### config.mk
export PLATFORM = sky130hd
export DESIGN_NAME = cps_top
export DESIGN_NICKNAME = d
export VERILOG_FILES = /design/src/cps_pkg.sv /design/src/cps_core_if.sv /design/src/cps_conv_timer.sv /design/src/cps_spi_link.sv /design/src/cps_top.sv
export SDC_FILE = /design/constraint.sdc
export NUM_CORES = 1
export LEC_CHECK = 0
export BUFFER_PORTS_ARGS = -buffer_cell sky130_fd_sc_hd__clkbuf_2
export CORE_MARGIN = 8
export CORE_UTILIZATION = 45
export CTS_CLUSTER_SIZE = 30
export DETAILED_ROUTE_END_ITERATION = 16
export HOLD_SLACK_MARGIN = 0.02
export MAX_ROUTING_LAYER = met4
export PLACE_DENSITY = 0.66
export SKIP_CTS_REPAIR_TIMING = 1
export SYNTH_ARGS = -nofsm -noshare
export SYNTH_HDL_FRONTEND = slang
export SYNTH_SLANG_ARGS = --single-unit
### constraint.sdc
create_clock -name pclk -period 19 [get_ports pclk]
set_clock_uncertainty 0.15 [all_clocks]
set_input_delay 3.8 -clock pclk [delete_from_list [all_inputs] [get_ports pclk]]
set_output_delay 3.8 -clock pclk [all_outputs]
set_load 0.03 [all_outputs]
### src/cps_pkg.sv
package cps_pkg;
	// Clock and converter timing
	localparam int CLK_NS = 8;
	localparam int CONV_NS = 2000;
	localparam int TEMP_BUF_NS = 5000;
	localparam int TEMP_UNBUF_NS = 20000;
	localparam int TRACK_NS = 500;
	localparam logic [11:0] CONV_CYC = 12'((CONV_NS + CLK_NS - 1) / CLK_NS);
	localparam logic [11:0] TEMP_BUF_CYC = 12'((TEMP_BUF_NS + CLK_NS - 1) / CLK_NS);
	localparam logic [11:0] TEMP_UNBUF_CYC = 12'((TEMP_UNBUF_NS + CLK_NS - 1) / CLK_NS);
	localparam logic [11:0] TRACK_CYC = 12'((TRACK_NS + CLK_NS - 1) / CLK_NS);
	// Serial frame
	localparam logic [4:0] FRAME_BITS = 5'h10;
	localparam int F_CMD = 15;
	// Control register addresses
	localparam logic [3:0] A_DAC_RB = 4'h1;
	localparam logic [3:0] A_SEQ = 4'h2;
	localparam logic [3:0] A_GPCTRL = 4'h3;
	localparam logic [3:0] A_ADC_CFG = 4'h4;
	localparam logic [3:0] A_DAC_CFG = 4'h5;
	localparam logic [3:0] A_PULLDN = 4'h6;
	localparam logic [3:0] A_LOAD_MODE = 4'h7;
	localparam logic [3:0] A_GPIO_WCFG = 4'h8;
	localparam logic [3:0] A_GPIO_WDATA = 4'h9;
	localparam logic [3:0] A_GPIO_RCFG = 4'hA;
	localparam logic [3:0] A_PWRDN = 4'hB;
	localparam logic [3:0] A_OPEN_DRAIN = 4'hC;
	localparam logic [3:0] A_TRISTATE = 4'hD;
	localparam logic [3:0] A_SWRST = 4'hF;
	// Field positions
	localparam int F_TEMP = 8;
	localparam int F_DAC_GAIN = 4;
	localparam int F_ADC_RANGE = 5;
	localparam int F_BUSY_PIN = 8;
	localparam int F_GPIO_RB = 10;
	localparam int F_REF_EN = 9;
	localparam int F_DRB_EN = 3;
	localparam int HIGHEST_PIN = 7;
	localparam logic [3:0] TEMP_SLOT = 4'h8;
	localparam logic [3:0] TEMP_ADDR = 4'h8;
	localparam logic [10:0] SWRST_KEY = 11'h5AC;
	// Reset values
	localparam logic [7:0] PULLDN_RST = 8'hFF;
	localparam logic BUF_EN_RST = 1'b1;
	// Bus offsets
	localparam logic [7:0] AP_CTRL = 8'h00;
	localparam logic [7:0] AP_STATUS = 8'h04;
	localparam logic [7:0] AP_DSEL = 8'h08;
	localparam logic [7:0] AP_DVAL = 8'h0C;
	localparam logic [7:0] AP_LAST = 8'h10;
	// DAC load behaviour
	typedef enum logic [1:0] {LOAD_DIRECT, LOAD_DEFERRED, LOAD_TRANSFER, LOAD_RSVD} cps_load_t;
endpackage : cps_pkg

### src/cps_core_if.sv
`timescale 1ns/1ps
interface cps_core_if;
	logic frame_start;
	logic frame_end;
	logic [15:0] rx_word;
	logic [15:0] tx_word;
	logic conv_start;
	logic conv_clr;
	logic [11:0] conv_len;
	logic conv_done;
	logic conv_busy;
	modport link(output frame_start, frame_end, rx_word, input tx_word);
	modport timer(input conv_start, conv_clr, conv_len, output conv_done, conv_busy);
	modport core(input frame_start, frame_end, rx_word, conv_done, conv_busy,
		output tx_word, conv_start, conv_clr, conv_len);
endinterface : cps_core_if

### src/cps_conv_timer.sv
`timescale 1ns/1ps
module cps_conv_timer (
	input wire logic pclk,
	input wire logic presetn,
	cps_core_if.timer cv
);
	typedef struct packed {
		logic busy;
		logic done;
		logic [11:0] cnt;
	} cps_tmr_st_t;
	cps_tmr_st_t q;
	cps_tmr_st_t d;

	// Count down the conversion time, pulse done at the end
	always_comb
	begin
		d = q;
		d.done = 1'b0;
		if (cv.conv_clr)
		begin
			d.busy = 1'b0;
			d.cnt = 12'h000;
		end
		else if (q.busy)
		begin
			if (q.cnt == 12'h001)
			begin
				d.busy = 1'b0;
				d.done = 1'b1;
			end
			else
				d.cnt = q.cnt - 12'h001;
		end
		else if (cv.conv_start)
		begin
			d.busy = 1'b1;
			d.cnt = cv.conv_len;
		end
	end

	always_ff @(posedge pclk or negedge presetn)
	begin
		if (!presetn)
			q <= '0;
		else
			q <= d;
	end

	assign cv.conv_done = q.done;
	assign cv.conv_busy = q.busy;
endmodule : cps_conv_timer

### src/cps_spi_link.sv
`timescale 1ns/1ps
module cps_spi_link (
	input wire logic pclk,
	input wire logic presetn,
	input wire logic sync_n,
	input wire logic sclk,
	input wire logic sdi,
	output logic sdo,
	cps_core_if.link lk
);
	// Bit 2 frame select, bit 1 serial clock, bit 0 data in
	typedef struct packed {
		logic [2:0] s1;
		logic [2:0] s2;
		logic [1:0] s3;
		logic [15:0] rx;
		logic [15:0] tx;
		logic [4:0] cnt;
		logic sdo;
		logic start;
		logic fin;
	} cps_spi_st_t;
	cps_spi_st_t q;
	cps_spi_st_t d;

	// Pins are oversampled; edges are found on the second stage only
	always_comb
	begin
		d = q;
		d.start = 1'b0;
		d.fin = 1'b0;
		d.s1 = {sync_n, sclk, sdi};
		d.s2 = q.s1;
		d.s3 = q.s2[2:1];
		if (q.s3[1] && !q.s2[2])
		begin
			d.start = 1'b1;
			d.cnt = 5'h00;
			d.tx = lk.tx_word;
			d.sdo = lk.tx_word[15];
		end
		else if (!q.s3[1] && q.s2[2])
		begin
			// Only a complete frame is executed
			d.fin = (q.cnt == cps_pkg::FRAME_BITS);
			d.sdo = 1'b0;
		end
		else if (!q.s2[2])
		begin
			if (q.s3[0] && !q.s2[1])
			begin
				d.rx = {q.rx[14:0], q.s2[0]};
				if (q.cnt != 5'h1F)
					d.cnt = q.cnt + 5'h01;
			end
			else if (!q.s3[0] && q.s2[1])
			begin
				d.tx = {q.tx[14:0], 1'b0};
				d.sdo = q.tx[14];
			end
		end
	end

	always_ff @(posedge pclk or negedge presetn)
	begin
		if (!presetn)
			q <= '0;
		else
			q <= d;
	end

	assign sdo = q.sdo;
	assign lk.frame_start = q.start;
	assign lk.frame_end = q.fin;
	assign lk.rx_word = q.rx;
endmodule : cps_spi_link

### src/cps_top.sv
// Contract
// - each pin is DAC, ADC, GPIO in or out
// - one gain bit sets every DAC range
// - DAC codes are straight binary, 0 to 4095
// - DAC updates at once unless deferred load
// - sequencer advances mux to next selected channel
// - first channel tracks after sequence write; 500 ns
// - first frame-select fall converts first channel
// - later falls convert next, shift previous result
// - result frame: 0, 3-bit address, 12-bit data
// - highest pin as busy: low while converting; here high for one cycle after the launch pulse
// - bit 5 sets ADC range; binary output
// - pin both DAC and ADC stays DAC, converts
// - GPIO configs set direction; data drives outputs
// - readback bit 10 sends pin states next frame
// - pins both in and out are read back
// - reference off after reset; bit 9 enables
// - reset pin restores defaults and pull-downs
// - writing 0x5AC to reset register resets all; here buf_en and dsel keep their values
// - sequence bit 8 appends temperature, address 0b1000
// - temperature takes 5 us buffered, 20 unbuffered
// - 16 bits on clock falls, execute at rise
// - bit 15 selects control or DAC write
//
// Decided for this implementation: the APB register port and the address map.
`timescale 1ns/1ps
module cps_top (
	input wire logic pclk,
	input wire logic presetn,
	input wire logic psel,
	input wire logic penable,
	input wire logic pwrite,
	input wire logic [7:0] paddr,
	input wire logic [31:0] pwdata,
	output logic [31:0] prdata,
	output logic pready,
	output logic pslverr,
	input wire logic sync_n,
	input wire logic sclk,
	input wire logic sdi,
	output logic sdo,
	input wire logic [7:0] configurable_pin_in,
	output logic [7:0] configurable_pin_out,
	output logic [7:0] configurable_pin_oe_n,
	output logic [7:0] pin_pulldown,
	output logic [7:0] pin_dac_en,
	output logic [7:0] pin_adc_en,
	output logic [95:0] dac_value,
	output logic dac_gain,
	output logic adc_range,
	output logic ref_en,
	output logic [3:0] adc_mux,
	output logic adc_start,
	input wire logic [11:0] adc_data
);
	typedef struct packed {
		logic [8:0] seq;
		logic [7:0] gpctrl;
		logic [7:0] adc_cfg;
		logic [7:0] dac_cfg;
		logic [7:0] pulldn;
		cps_pkg::cps_load_t load_mode;
		logic [8:0] gwcfg;
		logic [7:0] gwdata;
		logic [10:0] grcfg;
		logic [7:0] dac_pd;
		logic [7:0] dac_en;
		logic ref_en;
		logic [7:0] od;
		logic [7:0] tri_st;
		logic [7:0][11:0] dac_in;
		logic [7:0][11:0] dac_out;
		logic [3:0] pos;
		logic [3:0] conv_ch;
		logic res_valid;
		logic [15:0] res;
		logic [15:0] last;
		logic gpio_pend;
		logic drb_pend;
		logic [2:0] drb_ch;
		logic [7:0] io_s1;
		logic [7:0] io_s2;
		logic [7:0] io_out;
		logic [7:0] io_oe_n;
		logic start;
		logic clr;
		logic [11:0] len;
		logic [3:0] mux;
		logic buf_en;
		logic [2:0] dsel;
		logic [31:0] prdata;
		logic pready;
		logic pslverr;
	} cps_top_st_t;

	function automatic cps_top_st_t rst_val();
		cps_top_st_t r;
		r = '0;
		r.pulldn = cps_pkg::PULLDN_RST;
		r.buf_en = cps_pkg::BUF_EN_RST;
		r.io_oe_n = 8'hFF;
		return r;
	endfunction : rst_val

	localparam cps_top_st_t RST_ST = rst_val();

	// Next selected slot after cur, wrapping; slot 8 is temperature
	function automatic logic [3:0] nxt_slot(input logic [8:0] m, input logic [3:0] cur);
		logic [3:0] r;
		int idx;
		r = cur;
		for (int i = 9; i >= 1; i--)
		begin
			idx = (int'(cur) + i) % 9;
			if (m[idx])
				r = 4'(idx);
		end
		return r;
	endfunction : nxt_slot

	// Bus decode, shared by read and write paths
	function automatic logic apb_hit(input logic [7:0] a);
		return (a == cps_pkg::AP_CTRL) || (a == cps_pkg::AP_STATUS) ||
			(a == cps_pkg::AP_DSEL) || (a == cps_pkg::AP_DVAL) || (a == cps_pkg::AP_LAST);
	endfunction : apb_hit

	cps_top_st_t q;
	cps_top_st_t d;
	logic [15:0] w;
	logic [3:0] n;
	logic drv;
	logic val;
	logic busy;

	cps_core_if cf();

	cps_spi_link u_link (
		.pclk(pclk),
		.presetn(presetn),
		.sync_n(sync_n),
		.sclk(sclk),
		.sdi(sdi),
		.sdo(sdo),
		.lk(cf.link)
	);

	cps_conv_timer u_timer (
		.pclk(pclk),
		.presetn(presetn),
		.cv(cf.timer)
	);

	// Word offered to the next frame: pin states, DAC readback, then ADC result
	assign cf.tx_word = q.gpio_pend ? {8'h00, q.io_s2 & q.grcfg[7:0]} :
		q.drb_pend ? {1'b1, q.drb_ch, q.dac_in[q.drb_ch]} :
		q.res_valid ? q.res : 16'h0000;
	assign cf.conv_start = q.start;
	assign cf.conv_clr = q.clr;
	assign cf.conv_len = q.len;

	always_comb
	begin
		d = q;
		w = cf.rx_word;
		n = 4'h0;
		drv = 1'b0;
		val = 1'b0;
		busy = 1'b0;
		d.start = 1'b0;
		d.clr = 1'b0;
		d.io_s1 = configurable_pin_in;
		d.io_s2 = q.io_s1;

		// Result capture; the tag tells temperature from channels
		if (cf.conv_done)
		begin
			if (q.conv_ch == cps_pkg::TEMP_SLOT)
				d.res = {cps_pkg::TEMP_ADDR, adc_data};
			else
				d.res = {1'b0, q.conv_ch[2:0], adc_data};
			d.last = d.res;
			d.res_valid = 1'b1;
			// Next channel goes back to tracking
			d.mux = q.pos;
		end

		// Frame start: hand out pending word and launch conversion
		if (cf.frame_start)
		begin
			if (q.gpio_pend)
				d.gpio_pend = 1'b0;
			else if (q.drb_pend)
				d.drb_pend = 1'b0;
			else
				d.res_valid = cf.conv_done;
			// A start during a conversion is the host's fault and is dropped
			if ((q.seq != 9'h000) && !cf.conv_busy)
			begin
				d.start = 1'b1;
				d.conv_ch = q.pos;
				d.mux = q.pos;
				if (q.pos == cps_pkg::TEMP_SLOT)
					d.len = q.buf_en ? cps_pkg::TEMP_BUF_CYC : cps_pkg::TEMP_UNBUF_CYC;
				else
					d.len = cps_pkg::CONV_CYC;
				d.pos = nxt_slot(q.seq, q.pos);
			end
		end

		// Commands execute when the frame closes
		if (cf.frame_end)
		begin
			if (w[cps_pkg::F_CMD])
			begin
				// Codes pass untouched: straight binary
				d.dac_in[w[14:12]] = w[11:0];
				if (q.load_mode != cps_pkg::LOAD_DEFERRED)
					d.dac_out[w[14:12]] = w[11:0];
			end
			else
			begin
				case (w[14:11])
					cps_pkg::A_DAC_RB:
					begin
						d.drb_pend = w[cps_pkg::F_DRB_EN + 1] & w[cps_pkg::F_DRB_EN];
						d.drb_ch = w[2:0];
					end
					cps_pkg::A_SEQ:
					begin
						d.seq = w[8:0];
						n = nxt_slot(w[8:0], cps_pkg::TEMP_SLOT);
						d.pos = n;
						// First channel tracks from here on
						d.mux = n;
						d.res_valid = 1'b0;
					end
					cps_pkg::A_GPCTRL:
						d.gpctrl = w[7:0];
					cps_pkg::A_ADC_CFG:
						d.adc_cfg = w[7:0];
					cps_pkg::A_DAC_CFG:
						d.dac_cfg = w[7:0];
					cps_pkg::A_PULLDN:
						d.pulldn = w[7:0];
					cps_pkg::A_LOAD_MODE:
					begin
						// Transfer copies every input register once, mode is kept
						if (w[1:0] == 2'(cps_pkg::LOAD_TRANSFER))
							d.dac_out = q.dac_in;
						else
							d.load_mode = cps_pkg::cps_load_t'(w[1:0]);
					end
					cps_pkg::A_GPIO_WCFG:
						d.gwcfg = w[8:0];
					cps_pkg::A_GPIO_WDATA:
						d.gwdata = w[7:0];
					cps_pkg::A_GPIO_RCFG:
					begin
						d.grcfg = w[10:0];
						d.gpio_pend = w[cps_pkg::F_GPIO_RB];
					end
					cps_pkg::A_PWRDN:
					begin
						d.dac_pd = w[7:0];
						d.ref_en = w[cps_pkg::F_REF_EN];
					end
					cps_pkg::A_OPEN_DRAIN:
						d.od = w[7:0];
					cps_pkg::A_TRISTATE:
						d.tri_st = w[7:0];
					cps_pkg::A_SWRST:
					begin
						if (w[10:0] == cps_pkg::SWRST_KEY)
						begin
							d = RST_ST;
							d.io_s1 = configurable_pin_in;
							d.io_s2 = q.io_s1;
							d.buf_en = q.buf_en;
							d.dsel = q.dsel;
							// Abort a conversion still running
							d.clr = 1'b1;
						end
					end
					default:
					begin
					end
				endcase
			end
		end

		// Busy goes low with the launch pulse, back high for the next cycle, then low until the result lands
		busy = d.start | cf.conv_busy;
		for (int i = 0; i < 8; i++)
		begin
			// A DAC pin is not driven digitally, even if also ADC, unless it is pin 7 used as busy
			drv = d.gwcfg[i] && !d.dac_cfg[i] && !d.tri_st[i];
			val = d.gwdata[i];
			if ((i == cps_pkg::HIGHEST_PIN) && d.gwcfg[cps_pkg::F_BUSY_PIN])
			begin
				drv = 1'b1;
				val = !busy;
			end
			// Open drain only pulls low
			if (d.od[i] && val)
				drv = 1'b0;
			d.io_oe_n[i] = !drv;
			d.io_out[i] = val;
		end
		d.dac_en = d.dac_cfg & ~d.dac_pd;
		// Bus slave: one wait state, response registered
		d.pready = psel && penable && !q.pready;
		d.pslverr = 1'b0;
		d.prdata = 32'h0000_0000;
		if (psel && penable && !q.pready)
		begin
			d.pslverr = !apb_hit(paddr);
			case (paddr)
				cps_pkg::AP_CTRL:
					d.prdata = {31'h0000_0000, q.buf_en};
				cps_pkg::AP_STATUS:
					d.prdata = {19'h0_0000, q.pos, q.conv_ch, q.gpctrl[cps_pkg::F_ADC_RANGE],
						q.gpctrl[cps_pkg::F_DAC_GAIN], q.ref_en, q.res_valid, cf.conv_busy};
				cps_pkg::AP_DSEL:
					d.prdata = {29'h0000_0000, q.dsel};
				cps_pkg::AP_DVAL:
					d.prdata = {20'h0_0000, q.dac_out[q.dsel]};
				cps_pkg::AP_LAST:
					d.prdata = {16'h0000, q.last};
				default:
					d.prdata = 32'h0000_0000;
			endcase
		end
		// Writes land on the edge that completes the access
		if (psel && penable && q.pready && pwrite && apb_hit(paddr))
		begin
			if (paddr == cps_pkg::AP_CTRL)
				d.buf_en = pwdata[0];
			if (paddr == cps_pkg::AP_DSEL)
				d.dsel = pwdata[2:0];
		end
	end

	// Reset pin returns every register and pin to default
	always_ff @(posedge pclk or negedge presetn)
	begin
		if (!presetn)
			q <= RST_ST;
		else
			q <= d;
	end

	// Outputs straight from the state register
	assign prdata = q.prdata;
	assign pready = q.pready;
	assign pslverr = q.pslverr;
	assign configurable_pin_out = q.io_out;
	assign configurable_pin_oe_n = q.io_oe_n;
	assign pin_pulldown = q.pulldn;
	assign pin_dac_en = q.dac_en;
	assign pin_adc_en = q.adc_cfg;
	assign dac_value = q.dac_out;
	assign dac_gain = q.gpctrl[cps_pkg::F_DAC_GAIN];
	assign adc_range = q.gpctrl[cps_pkg::F_ADC_RANGE];
	assign ref_en = q.ref_en;
	assign adc_mux = q.mux;
	assign adc_start = q.start;
endmodule : cps_top

==> run_results.csv <==
group,metric,value,unit
setup_path,startpoint_type,"flip-flop",
clock_tree,cts_made_buffers,47,
place,place_ws,12.45,ns
synth,ys_warn_count,0,
place,io_buffers,201,
floorplanning,io_pins,247,
power_and_ir_drop,cellPowerDensity,70.6,nW/µm²
clock_tree,clk_latency,0.59,ns
setup_path,cp_max_fo,48,
synth,synth_cell_types,100,
timing,fin_crit_sh,35.1,%
worst_hold_path,hp-class,"flip-flop to flip-flop",
place,post-dp-hpwl,61.7,mm
global_route,grt_pass1_wl,133,mm
global_route,gr-usage-all-layers,25.7,%
synth,ys_top_cells_by_area,"dfrtp_1 41%, nand2_1 5.5%, o21ai_0 5.0%",
worst_hold_path,hold_depth,0,
timing,whs,0.202,ns
synth,synthCells,2859,
timing,finalSetupViolCount,0,
clock_tree,cts_tree,"done",
route,vias_per_cell,6.24,
synth,yosys.area.top_type_share,41.0,%
synth,synth_top_cell_by_area,"dfrtp_1",
timing,fin_crit,6.66,ns
floorplanning,rows,89,
cells_and_area,fin_cells,3588,
route,ant_nets,0,
cells_and_area,drive_gt1_share,17.4,%
timing,slew_headroom,14.1,%
cells_and_area,fill_cells,5440,
synth,syn_avg_cell_area,9.44,µm²
floorplanning,dieArea,68100,µm²
global_route,grt_pass1_vias,21848,
synth,netlist_area,27000,µm²
synth,synth_edf_count,0,
synth,synthArstFlopShare,100,%
power_and_ir_drop,leakagePower,12.4,nW
route,drtIter0Drc,2450,
clock_tree,cts_root_buffer,"clkbuf_16",
route,drt-pass1-iter-count,6,
place,dpl.cell_count,3500,
timing,tns,0,ns
clock_tree,clock_sinks,459,
timing,worstMarginPinSlew,1.29,ns
route,drcViolationCount,0,
route,routed_wl,87.1,mm
global_route,antenna_found_initial,1,
clock_tree,clk_path_buf_depth,3,
run_status,status,"completed",
cells_and_area,nNetsFinal,2902,
timing,setup_ws,12.34,ns
timing,drv_slew,0,
clock_tree,clk_pin_slew_worst_paths,0.07,ns
place,routabilityCongestion,0.982,
setup_path,crit_required,19.33,ns
floorplanning,die_w,261,µm
floorplanning,start_util,45.6,%
synth,ys_ff_latch,459,
synth,synth_ff_type,"dfrtp_1",
route,vias,22380,
synth,ys_seq_area_share,42.6,%
floorplanning,coreArea,59100,µm²
setup_path,end_kind,"flip-flop",
clock_tree,htree_levels,2,
timing,clock.fmax,150,MHz
cells_and_area,final_util,48.7,%
run,drv_cap,0,
route,routedWlPerCell,24.3,µm
global_route,grt_max_degree,173,
timing,final_hold_viol_count,0,
setup_path,crit_type,"flip-flop to flip-flop",
setup_path,worstPathArrival,6.99,ns
power_and_ir_drop,ir_worst_vdd,0.0000601,V
timing,rsz0062_at_grt,"no",
floorplanning,die_h,261,µm
setup_path,rr_worst_depth,20,
global_route,overflow,0,
cells_and_area,area_delta_synth_final,6.69,%
==> placed cells by master, fill, tap and decap left out, drive strengths merged, types with 11 or more instances in the layout <==
cell type  netlist  layout
mux2            55      55
a22o            65      65
a2111oi         11      11
mux2i           68      68
a22oi          123     123
nor3b           11      11
xnor2           26      26
nor2           168     168
a211oi          37      37
or2             15      15
clkinv           2      12
o31ai           13      13
a31oi           21      21
dfstp           17      17
o211ai          12      12
nor2b           43      43
o22ai           20      20
nand2          392     392
and2            31      31
a221oi          17      17
conb             1      16
buf            220      29
and3            20      20
nor4            11      11
a311oi          15      15
nor3            36      36
a21o            12      12
nand2b          57      57
inv             55      57
clkbuf         156     268
a21oi          122     122
mux4            57      57
o21a            11      11
nand3           33      33
o21ai          281     281
ha              58      58
dfrtp          442     442
or3             17      17
==> synthesized netlist by cell type (all sizes together), types with 12 or more instances <==
library cell / instances
a22oi: 123
o21ai: 281
a311oi: 15
or2: 15
buf: 220
dfstp: 17
nor2: 168
a21o: 12
o211ai: 12
o22ai: 20
clkbuf: 156
inv: 55
mux2: 55
a21oi: 122
a31oi: 21
nor3: 36
o31ai: 13
a211oi: 37
nand2b: 57
or3: 17
xnor2: 26
mux4: 57
nor2b: 43
ha: 58
mux2i: 68
nand3: 33
dfrtp: 442
nand2: 392
a221oi: 17
and2: 31
and3: 20
a22o: 65
==> per-stage QoR <==
step	cell area (µm²)	power (mW)
2_1_floorplan	27000	1.05
3_3_place_gp	27200	1.09
3_5_place_dp	27200	1.09
4_1_cts	28800	2.04
5_1_grt	28800	2.09
6_report	28800	2.03
==> cells by family (layout without fill, tap and decap cells) <==
family                     after synthesis  in the layout  synth area share [%]
xor gates and xnor gates                31             31                  1.10
and+or+nand+nor                        872            872                  15.1
other                                    1             18                0.0139
AOI/OAI and AO/OA                      825            825                  20.3
adders and majority gates               58             58                  2.69
muxes                                  180            180                  9.59
buffers and inverters                  433            372                  8.55
DFF                                    459            459                  42.6
==> layout make-up <==
type | instances | area, µm² | area share (%)
Multi-Input combinational cell | 1982 | 13300 | 46.1
Sequential cell | 459 | 11500 | 40.0
Clock buffer | 68 | 1390 | 4.81
Timing Repair Buffer | 229 | 1240 | 4.30
Tap cell | 773 | 967 | 3.36
Inverter | 57 | 216 | 0.752
Clock inverter | 18 | 203 | 0.704
Antenna cell | 2 | 5.00 | 0.0174
==> worst paths after layout <==
path | start | to | slack [ns]
max | q[130] | q[133] | 12.34
min | q[85] | q[77] | 0.20
max reg2reg | q[130] | q[133] | 12.34
min reg2reg | q[85] | q[77] | 0.20
max in group asynchronous | presetn | u_link.lk.rx_word[8] | 13.34
min in group asynchronous | presetn | q[80] | 3.04
==> layer usage <==
layer / track usage [%] / up-vias / wire length [µm]
met5: - / - / 0
met2: 41.3 / 1104 / 42000
met4: 12.6 / 0 / 4490
met1: 31.8 / 11156 / 33900
met3: 3.93 / 203 / 6700
li1: - / 9917 / -
==> critical path, cell delays in order (launching register included) <==
cell and delay, ns:
dfrtp_2 0.35, buf_4 0.43, ha_1 0.82, xnor2_4 0.24, ha_1 0.28, or2_2 0.39
a211oi_1 0.49, or2_1 0.22, xnor2_1 0.22, ha_1 0.23, inv_1 0.07, nor2_1 0.15
a21oi_1 0.13, a22o_1 0.24, nor2_1 0.16, mux4_2 0.55, a22oi_1 0.27, nand2_1 0.10
a2111oi_0 0.60, nor4_1 0.12, o31ai_1 0.29
==> report_power, final <==
group          switching [mW]  internal [mW]
Sequential             0.0242          0.987
Combinational          0.0475         0.0159
Clock                   0.396          0.561
(Power assumes the default switching activity.)
